==> config.mk <==
export PLATFORM = sky130hd
export DESIGN_NAME = aux_lock_top
export DESIGN_NICKNAME = d
export VERILOG_FILES = /design/src/logic/aux_lock_pkg.sv /design/src/logic/lock_if.sv /design/src/logic/aux_lock_detect.sv /design/src/logic/aux_lock_top.sv
export SDC_FILE = /design/constraint.sdc
export NUM_CORES = 1
export LEC_CHECK = 0
export BUFFER_PORTS_ARGS = -buffer_cell sky130_fd_sc_hd__buf_2
export CAP_MARGIN = 25
export CORE_UTILIZATION = 25
export DETAILED_ROUTE_END_ITERATION = 10
export GPL_TIMING_DRIVEN = 0
export HOLD_SLACK_MARGIN = 0.05
export PLACE_DENSITY = 0.47
export SYNTH_ARGS = -nofsm -noshare
export SYNTH_HDL_FRONTEND = slang
export SYNTH_HIERARCHICAL = 1
export SYNTH_SLANG_ARGS = --single-unit
==> constraint.sdc <==
create_clock -name REF_CLK -period 1.7 [get_ports REF_CLK]
set_input_delay 0.34 -clock REF_CLK [delete_from_list [all_inputs] [get_ports REF_CLK]]
set_output_delay 0.34 -clock REF_CLK [all_outputs]
set_load 0.01 [all_outputs]
==> src/logic/aux_lock_pkg.sv <==
// constants for the auxiliary-path lock indicator and its register file
// assumes a 32-bit apb slave with one register per aligned word
package aux_lock_pkg;
    // printed register numbers are indices; byte address is four times
    localparam logic [7:0]  IDX_IRQ_STATUS  = 8'h08;
    localparam logic [7:0]  IDX_OP_STATUS   = 8'h09;
    localparam logic [7:0]  IDX_PHASE_CFG_A = 8'h49;
    localparam logic [7:0]  IDX_PHASE_CFG_B = 8'h4A;
    localparam logic [7:0]  IDX_FREQ_CFG    = 8'h4B;
    localparam logic [7:0]  IDX_IRQ_MASK    = 8'h4C;
    localparam int          ADDR_W          = 12;
    // field positions
    localparam int          BIT_LOCK        = 6;
    localparam int          BIT_MAIN_WARN   = 5;
    localparam int          BIT_AUX_WARN    = 4;
    localparam int          BIT_FINE_EN     = 7;
    localparam int          BIT_NOACT_EN    = 6;
    localparam int          BIT_COARSE_EN   = 7;
    localparam int          BIT_FREQ_EN     = 7;
    localparam int          BIT_LOCK_CHG    = 6;
    // reset values
    localparam logic [7:0]  RST_OP_STATUS   = 8'h41;
    localparam logic [7:0]  RST_CFG_A       = 8'hC0;
    localparam logic [7:0]  RST_CFG_B       = 8'h80;
    localparam logic [7:0]  RST_FREQ_CFG    = 8'h80;
    localparam logic [7:0]  RST_IRQ_MASK    = 8'h00;
    localparam logic [2:0]  RST_MAIN_STATE  = 3'h1;
endpackage

==> src/logic/lock_if.sv <==
// detector flags, enables and lock result between register file and detector
// assumes all members live on the single system clock
interface lock_if;
    logic fine_loss;
    logic coarse_loss;
    logic no_activity;
    logic freq_limit;
    logic en_fine;
    logic en_coarse;
    logic en_noact;
    logic en_freq;
    logic locked;
    logic lock_changed;
    modport det (input  fine_loss, coarse_loss, no_activity, freq_limit,
                 input  en_fine, en_coarse, en_noact, en_freq,
                 output locked, lock_changed);
    modport ctl (output fine_loss, coarse_loss, no_activity, freq_limit,
                 output en_fine, en_coarse, en_noact, en_freq,
                 input  locked, lock_changed);
endinterface

==> src/logic/aux_lock_detect.sv <==
// combines the fine and coarse phase-loss, no-activity and frequency-limit detectors into the auxiliary lock bit
// assumes detector flags are synchronous to clk
module aux_lock_detect
    import aux_lock_pkg::*;
(
    // clock and reset
    input  wire logic clk,
    input  wire logic rst_n,
    // detector side
    lock_if.det       lk
);
    logic coarse_hold_q;
    logic coarse_hold_d;
    logic loss_d;
    logic locked_q;
    logic changed_q;

    always_comb begin
        coarse_hold_d = lk.en_coarse                     // RULE3
                      & (coarse_hold_q | lk.coarse_loss);
        loss_d = (lk.en_fine & lk.fine_loss)             // RULE2
               | (lk.en_noact & lk.no_activity)          // RULE4
               | (lk.en_freq & lk.freq_limit)            // RULE7
               | coarse_hold_d;                          // RULE5
    end

    // coarse loss held until its enable is cleared
    always_ff @(posedge clk) begin
        if (!rst_n) begin
            coarse_hold_q <= 1'b0;
        end else begin
            coarse_hold_q <= coarse_hold_d; // RULE5
        end
    end

    always_ff @(posedge clk) begin
        if (!rst_n) begin
            locked_q  <= RST_OP_STATUS[BIT_LOCK];
            changed_q <= 1'b0;
        end else begin
            locked_q  <= ~loss_d;                // RULE1
            changed_q <= (~loss_d) != locked_q;
        end
    end

    assign lk.locked       = locked_q;
    assign lk.lock_changed = changed_q;

    a_fine_loss: assert property (@(posedge clk) disable iff (!rst_n) // RULE2
        lk.en_fine && lk.fine_loss |=> !locked_q)
        else $error("fine loss did not clear lock");
    a_noact_loss: assert property (@(posedge clk) disable iff (!rst_n) // RULE4
        lk.en_noact && lk.no_activity |=> !locked_q)
        else $error("no activity did not clear lock");
    a_freq_loss: assert property (@(posedge clk) disable iff (!rst_n) // RULE7
        lk.en_freq && lk.freq_limit |=> !locked_q)
        else $error("frequency limit did not clear lock");
    a_coarse_latch: assert property (@(posedge clk) // RULE5
        disable iff (!rst_n)
        lk.en_coarse && lk.coarse_loss ##1 lk.en_coarse[*2] |=> !locked_q)
        else $error("coarse loss not held while enabled");
    a_clean_lock: assert property (@(posedge clk) disable iff (!rst_n) // RULE3
        !lk.en_coarse && !(lk.en_fine && lk.fine_loss)
        && !(lk.en_noact && lk.no_activity)
        && !(lk.en_freq && lk.freq_limit) |=> locked_q)
        else $error("lock low with no enabled loss");
    a_coarse_release: assert property (@(posedge clk) // RULE7
        disable iff (!rst_n)
        !lk.en_coarse |=> !coarse_hold_q)
        else $error("coarse hold not released");

    c_coarse_held: cover property (@(posedge clk) disable iff (!rst_n)
        lk.en_coarse && lk.coarse_loss ##1 !lk.coarse_loss ##1 !locked_q);
    c_relock: cover property (@(posedge clk) disable iff (!rst_n)
        !locked_q ##1 locked_q);
endmodule

==> src/logic/aux_lock_top.sv <==
// apb register file and interrupt around the auxiliary lock detector
// assumes detector flags and main-path status come from logic on REF_CLK
//
// Behaviour
// RULE1: status register bit 6 reads 1 when the auxiliary path is locked.
// RULE2: the fine detector counts only while register 73 bit 7 is set.
// RULE3: the coarse detector counts only while register 74 bit 7 is set.
// RULE4: no input activity counts as loss when register 73 bit 6 is set.
// RULE5: a coarse loss holds the lock bit at 0 until the detector is disabled.
// RULE6: software disables the coarse detector, reads lock, then re-enables.
// RULE7: enabled frequency limits are loss; coarse disable frees its hold.
//
// Implementation choice: the APB slave port.
module aux_lock_top
    import aux_lock_pkg::*;
(
    // clock and reset
    input  wire logic              REF_CLK,
    input  wire logic              RST_N,
    // apb slave
    input  wire logic              PSEL,
    input  wire logic              PENABLE,
    input  wire logic              PWRITE,
    input  wire logic [ADDR_W-1:0] PADDR,
    input  wire logic [31:0]       PWDATA,
    output logic      [31:0]       PRDATA,
    output logic                   PREADY,
    output logic                   PSLVERR,
    // detector flags from the auxiliary loop
    input  wire logic              FINE_PHASE_LOSS,
    input  wire logic              COARSE_PHASE_LOSS,
    input  wire logic              INPUT_NO_ACTIVITY,
    input  wire logic              FREQ_LIMIT_HIT,
    // main-path status and auxiliary-path warning shown in the same register
    input  wire logic [2:0]        MAIN_PLL_STATE,
    input  wire logic              MAIN_PLL_FREQ_WARNING,
    input  wire logic              AUX_PLL_FREQ_WARNING,
    // interrupt
    output logic                   IRQ
);
    logic [7:0]  cfg_a_q;
    logic [7:0]  cfg_b_q;
    logic [7:0]  freq_cfg_q;
    logic [7:0]  irq_mask_q;
    logic [7:0]  irq_stat_q;
    logic [7:0]  op_status;
    logic [7:0]  rd_byte;
    logic        hit;
    logic        access;
    logic        wr_en;
    logic [7:0]  idx;
    logic        pready_q;
    logic [31:0] prdata_q;
    logic        pslverr_q;
    logic        irq_q;

    lock_if lk ();

    aux_lock_detect u_detect (
        .clk   (REF_CLK),
        .rst_n (RST_N),
        .lk    (lk)
    );

    assign lk.fine_loss   = FINE_PHASE_LOSS;
    assign lk.coarse_loss = COARSE_PHASE_LOSS;
    assign lk.no_activity = INPUT_NO_ACTIVITY;
    assign lk.freq_limit  = FREQ_LIMIT_HIT;
    assign lk.en_fine     = cfg_a_q[BIT_FINE_EN];    // RULE2
    assign lk.en_noact    = cfg_a_q[BIT_NOACT_EN];   // RULE4
    assign lk.en_coarse   = cfg_b_q[BIT_COARSE_EN];  // RULE3
    assign lk.en_freq     = freq_cfg_q[BIT_FREQ_EN]; // RULE7

    // word index from byte address; low two bits ignored
    assign idx    = PADDR[9:2];
    assign access = PSEL & PENABLE;
    assign wr_en  = access & pready_q & PWRITE & hit;

    always_comb begin
        op_status            = 8'h00;
        op_status[BIT_LOCK]  = lk.locked; // RULE1
        op_status[BIT_MAIN_WARN] = MAIN_PLL_FREQ_WARNING;
        op_status[BIT_AUX_WARN]  = AUX_PLL_FREQ_WARNING;
        op_status[2:0]       = MAIN_PLL_STATE;
    end

    always_comb begin
        hit     = 1'b1;
        rd_byte = 8'h00;
        if (PADDR[ADDR_W-1:10] != '0) begin
            hit = 1'b0;
        end else begin
            unique case (idx)
                IDX_IRQ_STATUS:  rd_byte = irq_stat_q;
                IDX_OP_STATUS:   rd_byte = op_status;
                IDX_PHASE_CFG_A: rd_byte = cfg_a_q;
                IDX_PHASE_CFG_B: rd_byte = cfg_b_q;
                IDX_FREQ_CFG:    rd_byte = freq_cfg_q;
                IDX_IRQ_MASK:    rd_byte = irq_mask_q;
                default:         hit = 1'b0;
            endcase
        end
    end

    // one wait state: ready rises in the second access cycle
    always_ff @(posedge REF_CLK) begin
        if (!RST_N) begin
            pready_q  <= 1'b0;
            prdata_q  <= 32'h0000_0000;
            pslverr_q <= 1'b0;
        end else if (access && !pready_q) begin
            pready_q  <= 1'b1;
            prdata_q  <= PWRITE ? 32'h0000_0000 : {24'h00_0000, rd_byte};
            pslverr_q <= ~hit;
        end else begin
            pready_q  <= 1'b0;
            prdata_q  <= 32'h0000_0000;
            pslverr_q <= 1'b0;
        end
    end

    // enable registers; status register is read-only
    always_ff @(posedge REF_CLK) begin
        if (!RST_N) begin
            cfg_a_q    <= RST_CFG_A;
            cfg_b_q    <= RST_CFG_B;
            freq_cfg_q <= RST_FREQ_CFG;
            irq_mask_q <= RST_IRQ_MASK;
        end else if (wr_en) begin
            if (idx == IDX_PHASE_CFG_A) begin
                cfg_a_q <= PWDATA[7:0];
            end
            if (idx == IDX_PHASE_CFG_B) begin
                cfg_b_q <= PWDATA[7:0]; // RULE6
            end
            if (idx == IDX_FREQ_CFG) begin
                freq_cfg_q <= PWDATA[7:0];
            end
            if (idx == IDX_IRQ_MASK) begin
                irq_mask_q <= PWDATA[7:0];
            end
        end
    end

    // lock-change status: write one to clear, a new change wins
    always_ff @(posedge REF_CLK) begin
        if (!RST_N) begin
            irq_stat_q <= 8'h00;
        end else begin
            if (wr_en && idx == IDX_IRQ_STATUS && PWDATA[BIT_LOCK_CHG]) begin
                irq_stat_q[BIT_LOCK_CHG] <= 1'b0;
            end
            if (lk.lock_changed) begin
                irq_stat_q[BIT_LOCK_CHG] <= 1'b1;
            end
        end
    end

    always_ff @(posedge REF_CLK) begin
        if (!RST_N) begin
            irq_q <= 1'b0;
        end else begin
            irq_q <= |(irq_stat_q & irq_mask_q);
        end
    end

    assign PRDATA  = prdata_q;
    assign PREADY  = pready_q;
    assign PSLVERR = pslverr_q;
    assign IRQ     = irq_q;

    // register bus
    a_status_lock: assert property (@(posedge REF_CLK) // RULE1
        disable iff (!RST_N)
        access && !pready_q && !PWRITE && idx == IDX_OP_STATUS
        && PADDR[ADDR_W-1:10] == '0 |=> PRDATA[BIT_LOCK] == $past(lk.locked))
        else $error("status read does not show lock bit");
    a_ready_one: assert property (@(posedge REF_CLK) disable iff (!RST_N)
        PSEL && PENABLE && !PREADY |=> PREADY ##1 !PREADY)
        else $error("ready not a single pulse after one wait");
    a_ready_idle: assert property (@(posedge REF_CLK)
        disable iff (!RST_N)
        !PSEL |=> !PREADY)
        else $error("ready without a selected transfer");
    a_resp_idle: assert property (@(posedge REF_CLK)
        disable iff (!RST_N)
        !PREADY |-> PRDATA == 32'h0000_0000 && !PSLVERR)
        else $error("read data or error outside ready cycle");
    a_err_unmapped: assert property (@(posedge REF_CLK)
        disable iff (!RST_N)
        access && !pready_q && !hit |=> PSLVERR && PRDATA == 32'h0000_0000)
        else $error("unmapped access not refused");
    a_err_mapped: assert property (@(posedge REF_CLK)
        disable iff (!RST_N)
        access && !pready_q && hit |=> !PSLVERR)
        else $error("error raised on mapped register");

    // write path
    a_cfg_write: assert property (@(posedge REF_CLK) // RULE3
        disable iff (!RST_N)
        wr_en && idx == IDX_PHASE_CFG_B |=> cfg_b_q == $past(PWDATA[7:0]))
        else $error("coarse enable write lost");
    a_mask_write: assert property (@(posedge REF_CLK)
        disable iff (!RST_N)
        wr_en && idx == IDX_IRQ_MASK |=> irq_mask_q == $past(PWDATA[7:0]))
        else $error("mask write lost");
    a_cfg_stable: assert property (@(posedge REF_CLK) // RULE2
        disable iff (!RST_N)
        !wr_en |=> $stable(cfg_a_q) && $stable(cfg_b_q)
        && $stable(freq_cfg_q))
        else $error("enable register changed without a write");

    // interrupt path
    a_change_flag: assert property (@(posedge REF_CLK) // RULE1
        disable iff (!RST_N)
        $changed(lk.locked) |-> lk.lock_changed)
        else $error("lock change not flagged");
    a_stat_set: assert property (@(posedge REF_CLK)
        disable iff (!RST_N)
        lk.lock_changed |=> irq_stat_q[BIT_LOCK_CHG])
        else $error("lock change not latched");
    a_stat_clear: assert property (@(posedge REF_CLK)
        disable iff (!RST_N)
        wr_en && idx == IDX_IRQ_STATUS && PWDATA[BIT_LOCK_CHG]
        && !lk.lock_changed |=> !irq_stat_q[BIT_LOCK_CHG])
        else $error("write one did not clear lock change");
    a_irq_raise: assert property (@(posedge REF_CLK)
        disable iff (!RST_N)
        irq_stat_q[BIT_LOCK_CHG] && irq_mask_q[BIT_LOCK_CHG] |=> IRQ)
        else $error("unmasked lock change without interrupt");
    a_irq_quiet: assert property (@(posedge REF_CLK)
        disable iff (!RST_N)
        !(irq_stat_q[BIT_LOCK_CHG] && irq_mask_q[BIT_LOCK_CHG]) |=> !IRQ)
        else $error("interrupt without unmasked lock change");

    c_status_read: cover property (@(posedge REF_CLK) disable iff (!RST_N)
        PREADY && PSEL && !PWRITE && idx == IDX_OP_STATUS);
    c_irq_raise: cover property (@(posedge REF_CLK) disable iff (!RST_N)
        !IRQ ##1 IRQ);
    c_unmapped: cover property (@(posedge REF_CLK) disable iff (!RST_N)
        PREADY && PSLVERR);
endmodule

# ---- Yosys cells after proc, flatten, opt, wreduce, memory -nomap -nowiden
# Cells that the tools add are included.
dict set report word_totals {
  latch_bits 0
  mem_bits_ro 0
  ram_bits 0
  wordCells 57
  in_bits 58
  memories 0
  output_inout_bits 35
  regBits 71
}
dict set report op_classes {
  shift 0
  n_eq_ne 7
  muxes 6
  n_lt_le_gt_ge 0
  n_reduce_logical 14
  addsub 0
  div 0
  n_mul 0
  bitwise_logic 17
}
# operator count
set op_table {}
lappend op_table {{8-bit one-hot mux with 6 select lines} 1}
lappend op_table {{8-bit by 7-bit equality test with 1-bit output (second input constant)} 4}
lappend op_table {{8-bit by 4-bit equality test with 1-bit output (second input constant)} 2}
lappend op_table {{2-bit AND reduction} 5}
lappend op_table {{1-bit bitwise AND} 8}
lappend op_table {{7-bit by 8-bit bitwise AND with 8-bit output} 1}
lappend op_table {{8-bit OR reduction} 1}
lappend op_table {{6-bit OR reduction} 1}
lappend op_table {{1-bit two-way mux} 5}
lappend op_table {{1-bit NOT} 4}
lappend op_table {{1-bit OR} 4}
lappend op_table {{2-bit nonzero test} 2}
lappend op_table {{4-bit OR reduction} 1}
lappend op_table {{1-bit logical AND} 3}
lappend op_table {{1-bit zero test} 1}
lappend op_table {{1-bit != test} 1}

# ---- Longest topological paths before layout
# Gate-level depths: netlist of run 1.
dict set report depth {
  word_depth 9
  mapped_depth 6
  depth_no_buf 4
}

# ---- Hierarchy
# Netlist of run 1, hierarchy kept.
# module cells_per_inst instances area_each_um2 seq_area_each_um2
set modules_own_cells {}
lappend modules_own_cells {aux_lock_top 250 1 2277.2 880.8}
lappend modules_own_cells {aux_lock_detect 12 1 110.1 60.1}

# ---- Worst setup path after synthesis of run 1
# OpenSTA, ideal clock, no wires.
dict set report synth_path {
  path_kind {input to register}
  startpoint {input port PADDR[10]}
  endpoint {register cfg_a_q[0]}
  setup_slack_ns -0.013
  t_arrival_ns 1.641
  required_ns 1.628
  path_stages 5
  n_path_buf 1
  setup_time_ns 0.072
  cell_sequence {nand4bb_4 -> or2_4 -> buf_6 -> nor4_4 -> mux2i_1}
}
dict set report synth_via {
  elab_chain_cells 4
}
# item line
set synth_rtl {}
lappend synth_rtl {{start, declared} aux_lock_top.sv:24} ;# input wire logic [ADDR_W-1:0] PADDR,
lappend synth_rtl {{2-bit nonzero test} aux_lock_top.sv:90} ;# if (PADDR[ADDR_W-1:10] != '0) begin
lappend synth_rtl {{1-bit two-way mux} aux_lock_top.sv:90}
lappend synth_rtl {{1-bit bitwise AND} aux_lock_top.sv:77} ;# assign wr_en = access & pready_q & PWRITE & hit;
lappend synth_rtl {{2-bit AND reduction (no source line)} --}
lappend synth_rtl {{end signal, assigned} aux_lock_top.sv:131} ;# cfg_a_q <= PWDATA[7:0];
lappend synth_rtl {{end, declared} aux_lock_top.sv:41} ;# logic [7:0] cfg_a_q;
# No other way between the ends.
# A chain may end at the register's enable or synchronous reset.

# ---- Worst setup path in the final report of run 1
dict set report layout_path {
  startpoint {register pready_q (netlist: PREADY)}
  endpoint {register cfg_a_q[2]}
}
dict set report layout_via {
  elab_chain_cells 4
}
# item line
set layout_rtl {}
lappend layout_rtl {{start, declared} aux_lock_top.sv:52} ;# logic pready_q;
lappend layout_rtl {{start signal, assigned} aux_lock_top.sv:108} ;# pready_q <= 1'b0;
lappend layout_rtl {{start signal, assigned} aux_lock_top.sv:112} ;# pready_q <= 1'b1;
lappend layout_rtl {{start signal, assigned} aux_lock_top.sv:116} ;# pready_q <= 1'b0;
lappend layout_rtl {{1-bit bitwise AND (3 in series)} aux_lock_top.sv:77}
lappend layout_rtl {{2-bit AND reduction (no source line)} --}
# No other way between the ends.

==> results_dict.tcl, run 1 <==
set metrics [dict create \
    outcome "completed" \
    maxSlewHeadroom 0.639 \
    yosysMostFrequentCell "dfxtp_1" \
    syn_area_per_cell_um2 9.11 \
    critPathLaunchType "flip-flop" \
    die_y_um 99.7 \
    pwr-share-comb 0.123 \
    crit_required_ps 1940 \
    port_buffers 41 \
    rows 35 \
    yosys_warnings 6 \
    path_max_fanout 10 \
    fin_crit_ps 1630 \
    antenna_found_initial 0 \
    max_clock_freq_ghz 0.615 \
    arrival_ps 1870 \
    p_sw_mw 0.557 \
    clkPwrFrac 0.350 \
    syn_to_final_growth_pct 28.1 \
    cts_sinks 47 \
    placed_cells 455 \
    dr.pass1.iters 5 \
    path_buf_inv 2 \
    vias 2062 \
    fin_setup_tns_ps 0 \
    synth_edf_count 0 \
    p_int_mw 1.55 \
    worstSetupPathType "flip-flop to flip-flop" \
    final_max_slew_viol_count 0 \
    grt_pass1_wl_um 10400 \
    stdcell_area_um2 3060 \
    pwr-share-seq 0.527 \
    cpPeakStageDelay_ps 380 \
    cts.clk_slew.worst_paths_ps 90 \
    yosys.area.top_type_share 0.394 \
    drc 0 \
    numCtsBuffers 5 \
    grt.total_usage 0.136 \
    netlist_area_um2 2390 \
    p_per_area_nw_per_um2 690 \
    use_met2 0.227 \
    fin_crit_sh 0.957 \
    tightest_slew_ps 541 \
    start_util 0.258 \
    maxCapViolations 0 \
    dieArea_um2 9940 \
    setup_viol 0 \
    viasPerCell 4.40 \
    place_area_um2 2840 \
    ys_seq_elements 47 \
    cp_slowest_cell "dfxtp_4" \
    final_nets 397 \
    cts_tree "yes" \
    yosysTopAreaCell "dfxtp_1" \
    ys.flop_type "dfxtp_1" \
    ctsHoldBuffers 0 \
    p_sw_frac 0.264 \
    root_buffer "clkbuf_8" \
    pin_count 93 \
    rsz0062_at_grt "true" \
    clock_latency_ps 310 \
    r2r-start "PREADY" \
    final_cells 469 \
    clockBufferDepth 2 \
    finClkSkew_ps 4.38 \
    cp_cell_sequence "nand4bb_4 > or2_4 > buf_6 > nor4_4 > buf_12 > mux2i_1" \
    grt_overflow 0 \
    critPathTopFamily "simple AND/OR/NAND/NOR gates" \
    top_usage_layer "met2" \
    n_antenna_cell 0 \
    syn-instance-count 262 \
    p_leak_nw 1.25 \
    grt_use_met1 0.182 \
    coreArea_um2 9240 \
    min_from "RST_N" \
    cp-end-kind "flip-flop" \
    place_congestion 0.773 \
    first_global_vias 1978 \
    synth_area_leaders "dfxtp_1 (39%), mux2i_1 (13%), buf_4 (7.5%)" \
    wire_per_inst_um 14.0 \
    ys_seq_area_frac 0.394 \
    grt_max_degree 15 \
    final_antenna_net_count 0 \
    hold_viol_final 0 \
    crit_start "PREADY" \
    vdd_ir_drop_max_v 0.000260 \
    drive_above_1_share 0.291 \
    synthTopCellsByCount "dfxtp_1 (47), nand2_1 (35), mux2i_1 (30), buf_4 (24), o21ai_0 (14)" \
    met3_usage 0.0218 \
    cts-htree-levels 2 \
    drt-total-wl_um 6560 \
    min_path_type "input port to flip-flop" \
    async_reset_ff_frac 0 \
    drtIter0Drc 178 \
    synthDistinctLibCells 48 \
    die_x_um 99.7 \
    hpwl_um 4980 \
]
## power groups by stage
stage          registers, mW  clock network (mW)  logic [mW]
2_1_floorplan           1.14                   0       0.160
3_3_place_gp            1.14                   0       0.248
3_5_place_dp            1.14                   0       0.248
4_1_cts                 1.11               0.749       0.255
5_1_grt                 1.11               0.786       0.285
6_report                1.11               0.739       0.259
## worst reg2reg max path: stages (launching register included)
cell and delay [ps]:
dfxtp_4 380, nand4bb_4 150, or2_4 270, buf_6 140, nor4_4 270, buf_12 170, mux2i_1 170
## flip-flops by register name, summed over array words and instances (netlist names)
| register | flops |
|---|---|
| cfg_a_q | 8 |
| PREADY | 1 |
| PRDATA | 8 |
| freq_cfg_q | 8 |
| u_detect/coarse_hold_q | 1 |
| u_detect/lk.lock_changed | 1 |
| u_detect/lk.locked | 1 |
| irq_stat_q | 1 |
| IRQ | 1 |
| cfg_b_q | 8 |
| irq_mask_q | 8 |
| PSLVERR | 1 |
## kinds of logic (layout without fill, tap and decap cells)
family          count (synthesis)  after routing  synth area share
simple gates                   95             95             0.231
mux                            31             31             0.131
buf+inv                        39             94             0.103
flops                          47             47             0.394
other cells                     1             24           0.00157
compound gates                 49             49             0.139
## metal layers
metal  vias to the layer above  share of wire
li1                       1040              -
met1                       947           0.47
met2                        67           0.47
met3                         8          0.049
met4                         0          0.012
met5                         -              0
## path summary, 6_finish.rpt
check / end / slack [ps] / depth (start not counted)
setup reg to reg: cfg_a_q[2] / 70 / 6
hold reg to reg: cfg_b_q[5] / 460 / 2
setup / recovery: cfg_a_q[2] / 70 / 6
hold / removal: u_detect/lk.locked / 240 / 2
## per-stage QoR
| stage | hold WS [ps] | setup slack (ps) | power (mW) | util |
|---|---|---|---|---|
| finish | 235 | 72.9 | 2.11 | 0.331 |
| global route | 257 | -12.6 | 2.18 | 0.331 |
| CTS | 238 | 18.4 | 2.12 | 0.326 |
| detailed placement | 445 | -644 | 1.39 | 0.307 |
| global placement | 439 | -618 | 1.39 | 0.307 |
| floorplan | 402 | 17.7 | 1.30 | - |
## what timing repair did
item                                    4_1_cts  5_1_grt
hold endpoints to repair                      0        0
endpoints found under the setup margin       35       27
resized for setup                             6       14
buffers inserted                              4        2
pin swaps                                     3        2
## placed cells by master (no fill, tap or decap), types with 2 or more instances in the layout
| master | Yosys | layout |
|---|---|---|
| nor3_1 | 6 | 5 |
| a21oi_1 | 6 | 6 |
| and3_1 | 6 | 6 |
| clkbuf_1 | 10 | 8 |
| nor2_1 | 11 | 10 |
| conb_1 | 1 | 24 |
| o21ai_0 | 14 | 13 |
| a32o_1 | 2 | 2 |
| nor2b_1 | 8 | 7 |
| a21boi_0 | 6 | 6 |
| dfxtp_1 | 47 | 46 |
| buf_4 | 24 | 28 |
| buf_2 | 2 | 43 |
| a21boi_1 | 3 | 3 |
| o21ai_1 | 1 | 2 |
| nand2b_1 | 2 | 2 |
| or3_1 | 2 | 2 |
| a2bb2oi_1 | 2 | 2 |
| mux2i_1 | 30 | 30 |
| nand2_1 | 35 | 35 |
| buf_12 | 0 | 2 |
| clkbuf_8 | 0 | 6 |
| nand3_1 | 8 | 8 |
| a22oi_1 | 8 | 8 |
| nor4_4 | 2 | 3 |
| clkbuf_2 | 0 | 3 |
| nor3b_2 | 1 | 2 |
## final cells by class
| type | instances | area (um^2) |
|---|---|---|
| Buffer | 38 | 250 |
| Clock buffer | 7 | 86.3 |
| Clock inverter | 1 | 8.76 |
| Fill cell | 962 | 6180 |
| Inverter | 1 | 3.75 |
| Multi-Input combinational cell | 199 | 1330 |
| Sequential cell | 47 | 945 |
| Tap cell | 129 | 161 |
| Timing Repair Buffer | 47 | 275 |
Note: power is estimated with default switching activity, not from simulation.
==> run 2, diff against run 1 <==
--- a/config.mk
+++ b/config.mk
@@ -5,6 +5,7 @@
 export SDC_FILE = /design/constraint.sdc
 export NUM_CORES = 1
 export LEC_CHECK = 0
+export ABC_AREA = 1
 export BUFFER_PORTS_ARGS = -buffer_cell sky130_fd_sc_hd__buf_2
 export CAP_MARGIN = 25
 export CORE_UTILIZATION = 25
==> run 2 against run 1 <==
Synthesized cell count grew 36%. Clock skew is 2.5 ps higher. Utilization is 0.64 points lower. Power decreased by 5.9%. Sequential power about the same. Cell count rose by 20%. Highest routed layer unchanged. Sequential share of layout area down 0.098 points. Area after synthesis is 3.9% higher.
==> results_dict.tcl, run 2 <==
set metrics [dict create \
    n_antenna_cell 0 \
    final_common_cell "nand2_1" \
    drtIter0Drc 104 \
    die_x_um 102 \
    holdWs_ps 252 \
    p_per_area_nw_per_um2 650 \
    grt_pass1_wl_um 9830 \
    finClkSkew_ps 6.92 \
    max_clock_freq_ghz 0.641 \
    final_antenna_net_count 0 \
    ctsHoldBuffers 0 \
    crit_required_ps 1900 \
    cts-htree-levels 2 \
    syn-instance-count 357 \
    yosys.area.top_type_share 0.379 \
    cp-end-kind "flip-flop" \
    rsz0062_at_grt "false" \
    drt-total-wl_um 6060 \
    synth_edf_count 0 \
    final_max_slew_viol_count 0 \
    crit_end "cfg_b_q[2]" \
    crit_start "PREADY" \
    cts_tree "yes" \
    async_reset_ff_frac 0 \
    cts.clk_slew.worst_paths_ps 90 \
    critPathLaunchType "flip-flop" \
    yosysMostFrequentCell "nand2_1" \
    routed.top_layer "met4" \
    r2r_end "cfg_b_q[2]" \
    r2r_slack_ps 140 \
    fin_crit_sh 0.918 \
    first_global_vias 1908 \
    vdd_ir_drop_max_v 0.000262 \
    p_leak_nw 1.64 \
    clock_latency_ps 300 \
    stdcell_area_um2 3060 \
    reg2reg_depth 6 \
    coreArea_um2 9420 \
    yosysTopAreaCell "dfxtp_1" \
    final_cell_mix "nand2_1 (89), nor2_1 (73), dfxtp_1 (47)" \
    r2r-start "PREADY" \
    p_sw_mw 0.505 \
    root_buffer "clkbuf_8" \
    p_sw_frac 0.254 \
    post-route-util 0.325 \
    final_nets 491 \
    final_cells 563 \
    hpwl_um 4520 \
    antenna_found_initial 0 \
    setup_viol 0 \
    dieArea_um2 10300 \
    wire_per_inst_um 10.8 \
    pwr-share-seq 0.560 \
    pin_count 93 \
    hold_viol_final 0 \
    wl_met3_um 264 \
    drive_above_1_share 0.258 \
    numCtsBuffers 5 \
    maxCapViolations 0 \
    finalPower_mw 1.99 \
    placed_cells 551 \
    ys.flop_type "dfxtp_1" \
    place_area_um2 2940 \
    clkPwrFrac 0.339 \
    start_util 0.263 \
    clockBufferDepth 2 \
    wl_met1_um 3030 \
    arrival_ps 1760 \
    viasPerCell 3.85 \
    place_congestion 0.759 \
    netlist_area_um2 2480 \
    grt_max_degree 15 \
    pwr-share-comb 0.101 \
    ys_seq_elements 47 \
    n_fill_cell 1031 \
    syn_to_final_growth_pct 23.2 \
    wl_met2_um 2680 \
    yosys_warnings 6 \
    p_int_mw 1.48 \
    outcome "completed" \
    dr.pass1.iters 4 \
    vias 2166 \
    drc 0 \
    cts_sinks 47 \
    syn_area_per_cell_um2 6.95 \
    worstHoldPathCells 2 \
    fin_crit_ps 1560 \
    port_buffers 42 \
    grt.total_usage 0.125 \
    ys_seq_area_frac 0.379 \
    worstSetupPathType "flip-flop to flip-flop" \
    path_max_fanout 10 \
    min_path_type "input port to flip-flop" \
    grt_overflow 0 \
    synthTopCellsByCount "nand2_1 (89), nor2_1 (74), dfxtp_1 (47), inv_1 (46), buf_4 (25)" \
    synth_area_leaders "dfxtp_1 (38%), nand2_1 (13%), nor2_1 (11%)" \
    synthDistinctLibCells 27 \
    die_y_um 102 \
    rows 35 \
]
[run 2: cell count changes after synthesis, moves of 9 or more]
cell      delta
mux2i_1     -30
nor2_1      +63
nand2_1     +54
inv_1       +45
clkbuf_1     -9
[run 2: final cells by class]
class                   count  area (um^2)  share of cell area
plain buffers              32          246              0.0807
clock inverters             2         12.5             0.00410
repair buffers             46          240              0.0786
inverters                  52          195              0.0639
multi-input cells         249         1190               0.388
well taps                 129          161              0.0528
flip-flops and latches     47          941               0.308
clock buffers               6         72.6              0.0238
[run 2: routing by layer]
layer,up-vias,track usage
met5,-,0
met2,50,0.201
met3,5,0.0200
met1,931,0.169
met4,0,0.0435
li1,1180,-
[run 2: how the worst min path moves through the flow]
stage | start | end | slack (ps)
after floorplan | RST_N | u_detect/lk.locked | 410
after global placement | u_detect/lk.lock_changed | irq_stat_q[6] | 420
after detailed placement | u_detect/lk.lock_changed | irq_stat_q[6] | 420
after CTS | RST_N | u_detect/lk.locked | 240
after global routing | RST_N | u_detect/lk.locked | 240
final | RST_N | u_detect/lk.locked | 250
[run 2: power groups by stage]
| stage | clock network (mW) | logic (mW) | registers (mW) |
|---|---|---|---|
| after floorplan | 0 | 0.128 | 1.14 |
| after global placement | 0 | 0.200 | 1.14 |
| after detailed placement | 0 | 0.200 | 1.14 |
| after CTS | 0.704 | 0.201 | 1.11 |
| after global routing | 0.744 | 0.225 | 1.11 |
| final | 0.673 | 0.201 | 1.11 |
[run 2: per-stage QoR]
step / TNS (ps) / setup WS (ps)
finish: 0 / 140
global placement: -7160 / -341
floorplan: 0 / 221
global route: 0 / 9.38
detailed placement: -7580 / -362
CTS: 0 / 54.0
[run 2: worst max-delay path: stages, from the launching register on]
cell	delay, ps
dfxtp_1	350
nand3_1	100
nor2_2	390
nand4_4	240
buf_6	220
nor2_1	110
nor2_1	60
[run 2: what timing repair did]
action,CTS,global route
buffers inserted,2,2
resized for setup,0,1
pin swaps,1,1
setup endpoints to repair,1,7
[run 2: cells by family after synthesis]
kind of cell / share of synthesized area
AND/OR/NAND/NOR: 0.378
AO/OA/AOI/OAI: 0.0626
buffers and inverters: 0.178
other: 0.00151
flip-flops: 0.379
==> run 3, diff against run 2 <==
--- a/config.mk
+++ b/config.mk
@@ -12,6 +12,7 @@
 export DETAILED_ROUTE_END_ITERATION = 10
 export GPL_TIMING_DRIVEN = 0
 export HOLD_SLACK_MARGIN = 0.05
+export MAX_ROUTING_LAYER = met4
 export PLACE_DENSITY = 0.47
 export SYNTH_ARGS = -nofsm -noshare
 export SYNTH_HDL_FRONTEND = slang
==> run 3 against run 2 <==
Sequential power hardly changed. Routed wire length about the same. Clock skew is 1.1 ps higher. Power is 0.18% higher. Count of clock-buffer cells in the layout did not move. Sequential share of layout area did not move. First-iteration DRC count did not move. Maximum frequency is 0.20% higher. Worst setup slack better by 3.1 ps. Largest cell class unchanged. Final area unchanged. Clock power barely moved. Via count fell by 0.42%. Critical path type unchanged. Critical endpoint unchanged.
==> results_dict.tcl, run 3 (synthesis results as in run 2) <==
set metrics [dict create \
    whs_endpoint "u_detect/lk.locked" \
    drtIter0Drc 104 \
    antenna_found_initial 0 \
    root_buffer "clkbuf_8" \
    p_per_area_nw_per_um2 651 \
    dieArea_um2 10300 \
    drt-total-wl_um 6060 \
    grt_max_degree 15 \
    met3_usage 0.0186 \
    grt_pass1_wl_um 9820 \
    grt_overflow 0 \
    drc 0 \
    outcome "completed" \
    reg2reg_depth 6 \
    crit_required_ps 1910 \
    fin_crit_sh 0.916 \
    rows 35 \
    hpwl_um 4520 \
    drive_above_1_share 0.258 \
    vdd_ir_drop_max_v 0.000262 \
    place_congestion 0.769 \
    top_usage_layer "met2" \
    final_cell_mix "nand2_1 (89), nor2_1 (73), dfxtp_1 (47)" \
    rsz0062_at_grt "false" \
    syn_to_final_growth_pct 23.2 \
    n_antenna_cell 0 \
    fin_crit_ps 1560 \
    min_from "RST_N" \
    r2r-start "PREADY" \
    dr.pass1.iters 4 \
    numCtsBuffers 5 \
    max_clock_freq_ghz 0.642 \
    setup_viol 0 \
    final_nets 491 \
    pin_count 93 \
    die_y_um 102 \
    critPathLaunchType "flip-flop" \
    final_antenna_net_count 0 \
    coreArea_um2 9420 \
    clock_latency_ps 300 \
    maxCapViolations 0 \
    wire_per_inst_um 10.8 \
    regArea_um2 941 \
    hold_viol_final 0 \
    n_fill_cell 1031 \
    cts.clk_slew.worst_paths_ps 90 \
    die_x_um 102 \
    arrival_ps 1760 \
    cts_sinks 47 \
    grt_use_met1 0.170 \
    worstHoldPathCells 2 \
    ctsHoldBuffers 0 \
    finalPower_mw 1.99 \
    cp-end-kind "flip-flop" \
    cts-htree-levels 2 \
    vias 2157 \
    finClkSkew_ps 8.03 \
    cts_tree "yes" \
    holdWs_ps 249 \
    final_common_cell "nand2_1" \
    clockBufferDepth 2 \
    use_met2 0.201 \
    viasPerCell 3.83 \
    p_leak_nw 1.64 \
    r2r_slack_ps 140 \
    min_path_type "input port to flip-flop" \
    final_max_slew_viol_count 0 \
    multi_input_area_um2 1190 \
    port_buffers 42 \
    start_util 0.263 \
    worstSetupPathType "flip-flop to flip-flop" \
    first_global_vias 1912 \
    path_max_fanout 10 \
    grt.total_usage 0.129 \
    r2r_end "cfg_b_q[2]" \
]
-- run 3: cell counts in the layout (fill, tap and decap cells not counted) --
Identical to the previous run, type by type.
-- run 3: how the worst max path moves through the flow --
stage	slack (ps)	endpoint	from
detailed placement	-360	PRDATA[4]	PADDR[7]
global route	9	freq_cfg_q[0]	PADDR[4]
floorplan	220	freq_cfg_q[0]	PADDR[8]
global placement	-340	PRDATA[4]	PADDR[7]
finish	140	cfg_b_q[2]	PREADY
CTS	50	PRDATA[4]	PADDR[9]
-- run 3: per-stage QoR --
stage	setup WS (ps)	cell area (um^2)	TNS (ps)	cells	util
floorplan	221	2570	0	380	-
global placement	-341	2940	-7160	551	0.312
detailed placement	-362	2940	-7580	551	0.312
CTS	54.0	3040	0	561	0.323
global route	9.38	3060	0	563	0.325
finish	143	3060	0	563	0.325
-- run 3: critical path, stage by stage (launching register included) --
cell and delay [ps]:
dfxtp_1 350, nand3_1 100, nor2_2 390, nand4_4 240
buf_6 220, nor2_1 110, nor2_1 60
-- run 3: what timing repair did --
action,4_1_cts,5_1_grt
endpoints found under the setup margin,1,7
pin swaps,1,1
setup buffers,2,2
gates resized for setup,0,1
-- run 3: power by group --
part | total, mW | switching [mW] | internal, mW
combinational | 0.201 | 0.117 | 0.0846
sequential | 1.11 | 0.00389 | 1.11
clock | 0.676 | 0.388 | 0.288
total | 1.99 | 0.509 | 1.48
-- run 3: cell type report --
cell class,count,area share
timing repair buffer,46,0.0786
multi-input combinational,249,0.388
sequential,47,0.308
clock buffer,6,0.0238
tap,129,0.0528
buffer,32,0.0807
clock inverter,2,0.00410
inverter,52,0.0639
-- run 3: per-layer routing --
layer | up-vias | part of all wire
met3 | 5 | 0.043
li1 | 1181 | -
met2 | 48 | 0.44
met5 | - | 0
met4 | 0 | 0.014
met1 | 923 | 0.50
